## src/rtl/skip_flow_pkg.sv

```systemverilog
/*
  Shared constants for the skip and flow-control executor: operation codes,
  flag bit positions, reset values and the cycle counts of both timings.
  Assumes the fetch/decode stage presents one decoded operation at a time.
*/
package skip_flow_pkg;

  typedef enum logic [4:0] {
    OP_NOP     = 5'h00,
    OP_CEQ_IMM = 5'h01,
    OP_CEQ_MEM = 5'h02,
    OP_TLO_IO  = 5'h03,
    OP_THI_IO  = 5'h04,
    OP_TLO_MEM = 5'h05,
    OP_THI_MEM = 5'h06,
    OP_INC_WR  = 5'h07,
    OP_DEC_WR  = 5'h08,
    OP_INC_MEM = 5'h09,
    OP_DEC_MEM = 5'h0A,
    OP_CALL    = 5'h0B,
    OP_GOTO    = 5'h0C,
    OP_RET_IMM = 5'h0D,
    OP_RET     = 5'h0E,
    OP_RETI    = 5'h0F,
    OP_PCADD   = 5'h10,
    OP_GIE_ON  = 5'h11,
    OP_GIE_OFF = 5'h12,
    OP_STOPSYS = 5'h13,
    OP_STOPEXE = 5'h14
  } op_t;

  // Flag bit positions
  localparam int FLAG_Z = 0;
  localparam int FLAG_C = 1;
  localparam int FLAG_AC = 2;
  localparam int FLAG_OV = 3;

  // Reset values
  localparam logic [7:0] SP_RESET = 8'h00;
  localparam logic [7:0] WR_RESET = 8'h00;
  localparam logic [3:0] FLAGS_RESET = 4'h0;

  // Stack pointer step per pushed return address (two bytes)
  localparam logic [7:0] SP_STEP = 8'h02;

  // Instruction cycles for branches and taken skips
  localparam int CYCLES_LONG = 2;
  localparam int CYCLES_SHORT = 1;

endpackage : skip_flow_pkg

```

## src/rtl/skip_flow_alu.sv

```systemverilog
/*
  Eight-bit adder/subtractor producing result and the four arithmetic flags.
  Assumes purely combinational use; carry is a borrow on subtraction.
*/
`timescale 1ns/100ps
`default_nettype none
module skip_flow_alu (
  input wire logic [7:0] a,
  input wire logic [7:0] b,
  input wire logic sub,
  output logic [7:0] res,
  output logic [3:0] flags
);
  logic [8:0] full;
  logic [4:0] half;
  logic [7:0] b_eff;

  // Subtraction as a plus inverted b plus one; borrow is the inverted carry
  always_comb begin
    b_eff = sub ? ~b : b;
    full = {1'b0, a} + {1'b0, b_eff} + {8'h00, sub};
    half = {1'b0, a[3:0]} + {1'b0, b_eff[3:0]} + {4'h0, sub};
    res = full[7:0];
    flags = 4'h0;
    flags[skip_flow_pkg::FLAG_Z] = (full[7:0] == 8'h00);
    flags[skip_flow_pkg::FLAG_C] = full[8] ^ sub;
    flags[skip_flow_pkg::FLAG_AC] = half[4] ^ sub;
    flags[skip_flow_pkg::FLAG_OV] = (a[7] == b_eff[7]) && (full[7] != a[7]);
  end
endmodule : skip_flow_alu
`default_nettype wire

```

## src/rtl/skip_flow_exec.sv

```systemverilog
/*
  Executor for conditional-skip and system-control operations of a small
  8-bit core. Holds program counter, stack pointer, work register, flags and
  the global interrupt enable. Assumes the fetch stage offers one decoded
  operation per instruction cycle when instr_ready is high, and that data
  memory reads combinationally within the same cycle.
*/
`timescale 1ns/100ps
`default_nettype none
module skip_flow_exec #(
  parameter int PC_W = 10
) (
  input wire logic clk,
  input wire logic rst_n,
  input wire logic instr_valid,
  input wire skip_flow_pkg::op_t instr_op,
  input wire logic [7:0] instr_imm,
  input wire logic [7:0] instr_maddr,
  input wire logic [PC_W-1:0] instr_target,
  input wire logic [2:0] instr_bit,
  input wire logic [7:0] io_port_data,
  input wire logic [7:0] mem_rdata,
  input wire logic wake,
  output logic instr_ready,
  output logic [7:0] mem_addr,
  output logic mem_we,
  output logic [7:0] mem_wdata,
  output logic [PC_W-1:0] pc,
  output logic [7:0] sp,
  output logic [7:0] work_register,
  output logic [3:0] flags,
  output logic gie,
  output logic sys_clock_stop,
  output logic core_clock_stop
);
  typedef enum logic [3:0] {
    ST_RUN    = 4'b0001,
    ST_SECOND = 4'b0010,
    ST_SKIP   = 4'b0100,
    ST_HALT   = 4'b1000
  } state_t;

  typedef enum logic [1:0] {
    SEC_FILL = 2'h0,
    SEC_CALL = 2'h1,
    SEC_RET  = 2'h2,
    SEC_RETI = 2'h3
  } sec_t;

  state_t state_reg, state_next;
  sec_t sec_reg, sec_next;
  logic [PC_W-1:0] pc_reg, pc_next;
  logic [PC_W-1:0] tgt_reg, tgt_next;
  logic [7:0] ret_lo_reg, ret_lo_next;
  logic [7:0] sp_reg, sp_next;
  logic [7:0] wr_reg, wr_next;
  logic [3:0] flags_reg, flags_next;
  logic gie_reg, gie_next;
  logic sys_stop_reg, sys_stop_next;
  logic core_stop_reg, core_stop_next;

  logic [7:0] alu_a, alu_b, alu_res;
  logic alu_sub;
  logic [3:0] alu_flags;
  logic [15:0] pc_wide;
  logic [15:0] ret_wide;
  logic [PC_W-1:0] pc_plus_one;

  skip_flow_alu u_alu (
    .a(alu_a),
    .b(alu_b),
    .sub(alu_sub),
    .res(alu_res),
    .flags(alu_flags)
  );

  // Return address laid out as two stack bytes, low byte first
  always_comb begin
    pc_plus_one = pc_reg + {{(PC_W-1){1'b0}}, 1'b1};
    pc_wide = 16'h0000;
    pc_wide[PC_W-1:0] = pc_reg;
    ret_wide = {mem_rdata, ret_lo_reg};
  end

  // Run and skip states both accept work; skip state swallows the one operation it takes
  assign instr_ready = (state_reg == ST_RUN) || (state_reg == ST_SKIP);

  // Next-state and datapath for every operation
  always_comb begin
    state_next = state_reg;
    sec_next = sec_reg;
    pc_next = pc_reg;
    tgt_next = tgt_reg;
    ret_lo_next = ret_lo_reg;
    sp_next = sp_reg;
    wr_next = wr_reg;
    flags_next = flags_reg;
    gie_next = gie_reg;
    sys_stop_next = sys_stop_reg;
    core_stop_next = core_stop_reg;
    mem_addr = instr_maddr;
    mem_we = 1'b0;
    mem_wdata = alu_res;
    alu_a = wr_reg;
    alu_b = mem_rdata;
    alu_sub = 1'b0;
    case (state_reg)
      ST_RUN: begin
        if (instr_valid) begin
          pc_next = pc_plus_one;
          case (instr_op)
            skip_flow_pkg::OP_NOP: begin
              pc_next = pc_plus_one;
            end
            skip_flow_pkg::OP_CEQ_IMM: begin
              alu_b = instr_imm;
              alu_sub = 1'b1;
              flags_next = alu_flags;
              if (alu_res == 8'h00) begin
                state_next = ST_SKIP;
              end
            end
            skip_flow_pkg::OP_CEQ_MEM: begin
              alu_sub = 1'b1;
              flags_next = alu_flags;
              if (alu_res == 8'h00) begin
                state_next = ST_SKIP;
              end
            end
            skip_flow_pkg::OP_TLO_IO: begin
              if (!io_port_data[instr_bit]) begin
                state_next = ST_SKIP;
              end
            end
            skip_flow_pkg::OP_THI_IO: begin
              if (io_port_data[instr_bit]) begin
                state_next = ST_SKIP;
              end
            end
            skip_flow_pkg::OP_TLO_MEM: begin
              if (!mem_rdata[instr_bit]) begin
                state_next = ST_SKIP;
              end
            end
            skip_flow_pkg::OP_THI_MEM: begin
              if (mem_rdata[instr_bit]) begin
                state_next = ST_SKIP;
              end
            end
            skip_flow_pkg::OP_INC_WR, skip_flow_pkg::OP_DEC_WR: begin
              alu_b = 8'h01;
              alu_sub = (instr_op == skip_flow_pkg::OP_DEC_WR);
              wr_next = alu_res;
              flags_next = alu_flags;
              if (alu_res == 8'h00) begin
                state_next = ST_SKIP;
              end
            end
            skip_flow_pkg::OP_INC_MEM, skip_flow_pkg::OP_DEC_MEM: begin
              alu_a = mem_rdata;
              alu_b = 8'h01;
              alu_sub = (instr_op == skip_flow_pkg::OP_DEC_MEM);
              mem_we = 1'b1;
              flags_next = alu_flags;
              if (alu_res == 8'h00) begin
                state_next = ST_SKIP;
              end
            end
            skip_flow_pkg::OP_CALL: begin
              // Low byte of the return address goes out now, high byte next
              mem_addr = sp_reg;
              mem_wdata = pc_plus_one[7:0];
              mem_we = 1'b1;
              tgt_next = instr_target;
              state_next = ST_SECOND;
              sec_next = SEC_CALL;
            end
            skip_flow_pkg::OP_GOTO: begin
              pc_next = instr_target;
              state_next = ST_SECOND;
              sec_next = SEC_FILL;
            end
            skip_flow_pkg::OP_RET_IMM, skip_flow_pkg::OP_RET,
            skip_flow_pkg::OP_RETI: begin
              if (instr_op == skip_flow_pkg::OP_RET_IMM) begin
                wr_next = instr_imm;
              end
              sp_next = sp_reg - skip_flow_pkg::SP_STEP;
              mem_addr = sp_reg - skip_flow_pkg::SP_STEP;
              ret_lo_next = mem_rdata;
              state_next = ST_SECOND;
              sec_next = (instr_op == skip_flow_pkg::OP_RETI) ?
                         SEC_RETI : SEC_RET;
            end
            skip_flow_pkg::OP_PCADD: begin
              pc_next = pc_reg + PC_W'(wr_reg);
              state_next = ST_SECOND;
              sec_next = SEC_FILL;
            end
            skip_flow_pkg::OP_GIE_ON: begin
              gie_next = 1'b1;
            end
            skip_flow_pkg::OP_GIE_OFF: begin
              gie_next = 1'b0;
            end
            skip_flow_pkg::OP_STOPSYS: begin
              sys_stop_next = 1'b1;
              core_stop_next = 1'b1;
              state_next = ST_HALT;
            end
            skip_flow_pkg::OP_STOPEXE: begin
              core_stop_next = 1'b1;
              state_next = ST_HALT;
            end
            default: begin
              pc_next = pc_plus_one;
            end
          endcase
        end
      end
      ST_SKIP: begin
        // Fetched operation is dropped: only the program counter moves
        if (instr_valid) begin
          pc_next = pc_plus_one;
          state_next = ST_RUN;
        end
      end
      ST_SECOND: begin
        state_next = ST_RUN;
        case (sec_reg)
          SEC_CALL: begin
            mem_addr = sp_reg + 8'h01;
            mem_wdata = pc_wide[15:8];
            mem_we = 1'b1;
            pc_next = tgt_reg;
            sp_next = sp_reg + skip_flow_pkg::SP_STEP;
          end
          SEC_RET, SEC_RETI: begin
            mem_addr = sp_reg + 8'h01;
            pc_next = ret_wide[PC_W-1:0];
            if (sec_reg == SEC_RETI) begin
              gie_next = 1'b1;
            end
          end
          default: begin
            pc_next = pc_reg;
          end
        endcase
      end
      ST_HALT: begin
        // Wake clears both clock stops and returns to run; the core keeps its state
        if (wake) begin
          sys_stop_next = 1'b0;
          core_stop_next = 1'b0;
          state_next = ST_RUN;
        end
      end
      default: begin
        state_next = ST_RUN;
      end
    endcase
  end

  // Register everything; reset is synchronous
  always_ff @(posedge clk) begin
    if (!rst_n) begin
      state_reg <= ST_RUN;
      sec_reg <= SEC_FILL;
      pc_reg <= '0;
      tgt_reg <= '0;
      ret_lo_reg <= 8'h00;
      sp_reg <= skip_flow_pkg::SP_RESET;
      wr_reg <= skip_flow_pkg::WR_RESET;
      flags_reg <= skip_flow_pkg::FLAGS_RESET;
      gie_reg <= 1'b0;
      sys_stop_reg <= 1'b0;
      core_stop_reg <= 1'b0;
    end else begin
      state_reg <= state_next;
      sec_reg <= sec_next;
      pc_reg <= pc_next;
      tgt_reg <= tgt_next;
      ret_lo_reg <= ret_lo_next;
      sp_reg <= sp_next;
      wr_reg <= wr_next;
      flags_reg <= flags_next;
      gie_reg <= gie_next;
      sys_stop_reg <= sys_stop_next;
      core_stop_reg <= core_stop_next;
    end
  end

  assign pc = pc_reg;
  assign sp = sp_reg;
  assign work_register = wr_reg;
  assign flags = flags_reg;
  assign gie = gie_reg;
  assign sys_clock_stop = sys_stop_reg;
  assign core_clock_stop = core_stop_reg;
endmodule : skip_flow_exec
`default_nettype wire

```

## config.mk

```make
export PLATFORM = sky130hd
export DESIGN_NAME = skip_flow_exec
export DESIGN_NICKNAME = d
export VERILOG_FILES = /design/src/rtl/skip_flow_pkg.sv /design/src/rtl/skip_flow_alu.sv /design/src/rtl/skip_flow_exec.sv
export SDC_FILE = /design/constraint.sdc
export NUM_CORES = 1
export LEC_CHECK = 0
export BUFFER_PORTS_ARGS = -buffer_cell sky130_fd_sc_hd__buf_2
export CAP_MARGIN = 10
export CORE_MARGIN = 2
export CORE_UTILIZATION = 57
export DETAILED_ROUTE_END_ITERATION = 6
export PLACE_DENSITY = 0.83
export REMOVE_ABC_BUFFERS = 1
export SETUP_SLACK_MARGIN = 0.5
export SLEW_MARGIN = 0
export SYNTH_ARGS = -nofsm -noshare
export SYNTH_HDL_FRONTEND = slang
export SYNTH_HIERARCHICAL = 1
export SYNTH_SLANG_ARGS = --single-unit
```

## constraint.sdc

```tcl
create_clock -name clk -period 6.8 [get_ports clk]
set_input_delay 1.02 -clock clk [delete_from_list [all_inputs] [get_ports clk]]
set_output_delay 1.02 -clock clk [all_outputs]
set_load 0.01 [all_outputs]
```

==> flow_summary.ini <==
[grt]
globalRouteOverflowTotal = 0
grt_pass1_vias = 5058
grt_antenna_before_repair = 0
grt_pass1_wl_um = 25400
grt_usage_pct = 32.1
grt_start_max_net_pins = 57

[die]
io-pin-count = 105
die_h_um = 98.5
die_x_um = 98.5
die_area_sq_um = 9690
rows = 34
design.core.area_sq_um = 8680
start_util_pct = 58.6

[timing]
fin_crit_ns = 5.59
finalCritPeriodShare_pct = 82.2
setup_viol_count_final = 0
rsz0062_at_grt = no
tns_ns = 0
hold_viol = 0
skew_ns = 0.0118
relSlewSlack_pct = 31.2
worst_pin_slew_ns = 1.03
fmax_mhz = 179
maxSlewViolCount = 0

[layout]
drive_above_1_share_pct = 23.0
layout_common_cells = buf_2 (103), dfxtp_1 (56), nand2_1 (50), o21ai_0 (44), nand3_1 (41)
area_growth_pct = 10.2
fin_util_pct = 64.6
final_common_cell = buf_2
diodes = 0
fin_nets = 765

[clock_network]
cts.repair.resized = 0
cts_made_buffers = 5
cts_tree = built
clk_pin_slew_ns = 0.11
cts-root-buf = clkbuf_8
clock_path_buffers = 2
post-cts-setup-buffer-count = 0
worst_skew_pair.late_latency_ns = 0.34
cts.sinks = 56
htree_levels = 2
postCtsHoldBufs = 0

[critical_path]
crit_arrival_ns = 4.57
r2r-end = state_reg[3]
r2r_cells = 17
end_kind = output pin
r2r-start = state_reg[0]
startpoint = instr_op[0]
rrSetupSlack_ns = 1.84
crit_path_max_incr_delay_ns = 0.48
cp-start-kind = input pin
crit_fanout = 16
cp_cell_sequence = buf_2 > or3b_2 > nand2_1 > o21ai_1 > a21oi_1 > mux2i_2 > inv_1 > fa_1 > a21o_1 > a21oi_2 > o211ai_1 > xor2_1 > nand3_1 > o21ai_0 > buf_2
worstSetupPathType = input pin to output pin
cp_common_cell = buf_2
critPathRequiredTime_ns = 5.78
crit_slowest_cell = or3b_2

[placed_design]
hpwl_um = 11700
place.gp.congestion = 1.03
io_buffers = 103

[hold_path]
hold_class = flip-flop to flip-flop
min-delay-start = ret_lo_reg[6]
worstHoldPathCells = 2
hold_end = ret_lo_reg[6]

[synth]
async_reset_ff_share_pct = 0
synth_edf_count = 0
ys_warn_count = 6
syn_inst = 622
syn_area_sq_um = 5080
ys.flop_type = dfxtp_1
yosysUniqueCellTypes = 85
ys_seq_elements = 56
seq_area_frac_synth_pct = 22.0
avgSynthCellArea_sq_um = 8.18

[routing]
drt_first_iter_violations = 497
via_count = 5307
ant_nets = 0
wl_per_cell_um = 20.0
firstDrtPassIters = 5
totalWireLength_um = 16000
drcViolationCount = 0
viasPerCell = 6.63

[job]
max_cap_viol_count = 0

[power_and_ir_drop]
cellLeakagePower_uw = 0.00243
vdd_drop_max_mv = 0.0842
p_per_area_nw_per_um2 = 163

[outcome]
status = finished, final reports clean
==> metal layers <==
layer	share of wire, %	up-vias	global-route usage [%]
met1	40	2473	42.7
met5	0	-	0
met4	3.5	0	14.4
met3	9.6	57	4.47
li1	-	2435	-
met2	47	342	52.0
==> cell families after synthesis <==
logic type | after synthesis | share of synthesized area (%)
XOR/XNOR | 44 | 7.58
buffers and inverters | 57 | 5.98
AO/OA/AOI/OAI | 187 | 25.5
AND/OR/NAND/NOR | 221 | 25.3
other | 1 | 0.0737
adder cells (fa/ha/maj) | 20 | 5.22
flip-flops | 56 | 22.0
multiplexers | 36 | 8.32
==> synth_stat cells (5+ instances only) <==
| master | instances | area share, % |
|---|---|---|
| or3_1 | 5 | 0.62 |
| nand2_1 | 50 | 3.7 |
| a22o_1 | 7 | 1.2 |
| a211oi_1 | 8 | 1.2 |
| o211a_1 | 10 | 2.0 |
| a31oi_1 | 5 | 0.62 |
| nor3_1 | 12 | 1.2 |
| o22ai_1 | 7 | 0.86 |
| o21a_1 | 8 | 1.2 |
| a21oi_1 | 24 | 2.4 |
| buf_6 | 7 | 1.6 |
| o211ai_1 | 7 | 1.0 |
| o21bai_1 | 5 | 0.74 |
| nor2b_1 | 17 | 2.1 |
| buf_2 | 11 | 1.1 |
| ha_1 | 18 | 4.4 |
| dfxtp_1 | 56 | 22 |
| o21ai_0 | 44 | 4.3 |
| mux2_2 | 7 | 1.6 |
| o21ai_1 | 5 | 0.49 |
| a21boi_0 | 15 | 2.2 |
| inv_1 | 13 | 0.96 |
| nor2_1 | 32 | 2.4 |
| nand3_1 | 41 | 4.0 |
| a21o_1 | 5 | 0.74 |
| a22oi_1 | 5 | 0.74 |
| mux2i_1 | 24 | 4.7 |
| nand3b_1 | 5 | 0.74 |
| clkbuf_1 | 17 | 1.3 |
| xor2_1 | 27 | 4.7 |
| o221ai_1 | 8 | 1.4 |
| xnor2_1 | 17 | 2.9 |
| and2_1 | 11 | 1.4 |
| nor4_1 | 5 | 0.62 |
==> worst max-delay path: cells and delay by family <==
family                     cells  cell delay, ns
and+or+nand+nor                3            0.69
buffers and inverters          3            0.51
xor gates and xnor gates       1            0.31
adders and majority gates      1            0.40
AOI/OAI and AO/OA              6            1.27
muxes                          1            0.36
==> report_power, final <==
group / switching [uW] / total, uW / internal, uW
Sequential: 32.6 / 377 / 344
Combinational: 194 / 326 / 133
Clock: 135 / 211 / 76.3
==> cell type report <==
class                           instances  area, sq um
Multi-Input combinational cell        509         3670
Inverter                               13         48.8
Fill cell                             766         3070
Sequential cell                        56         1120
Clock buffer                            5         68.8
Tap cell                              108          135
Clock inverter                          3         27.5
Timing Repair Buffer                  106          538
==> metrics by stage <==
step	worst slack [ns]	hold WS, ns	instances	power [uW]	instance area (sq um)
final	1.21	0.478	800	914	5610
after CTS	1.27	0.479	800	904	5610
after global routing	0.887	0.506	800	954	5610
after floorplan	1.32	0.443	578	580	4830
after detailed placement	1.30	0.463	792	699	5510
after global placement	1.41	0.455	792	690	5510
==> how the worst max path moves through the flow <==
stage	endpoint	slack [ns]	cells past startpoint
after floorplan	mem_wdata[7]	1.32	11
after global placement	mem_wdata[6]	1.41	15
after detailed placement	mem_wdata[6]	1.30	15
after CTS	mem_wdata[6]	1.27	15
after global routing	mem_wdata[6]	0.89	15
final	mem_wdata[6]	1.21	15
Power figures use the tool's default switching activity.
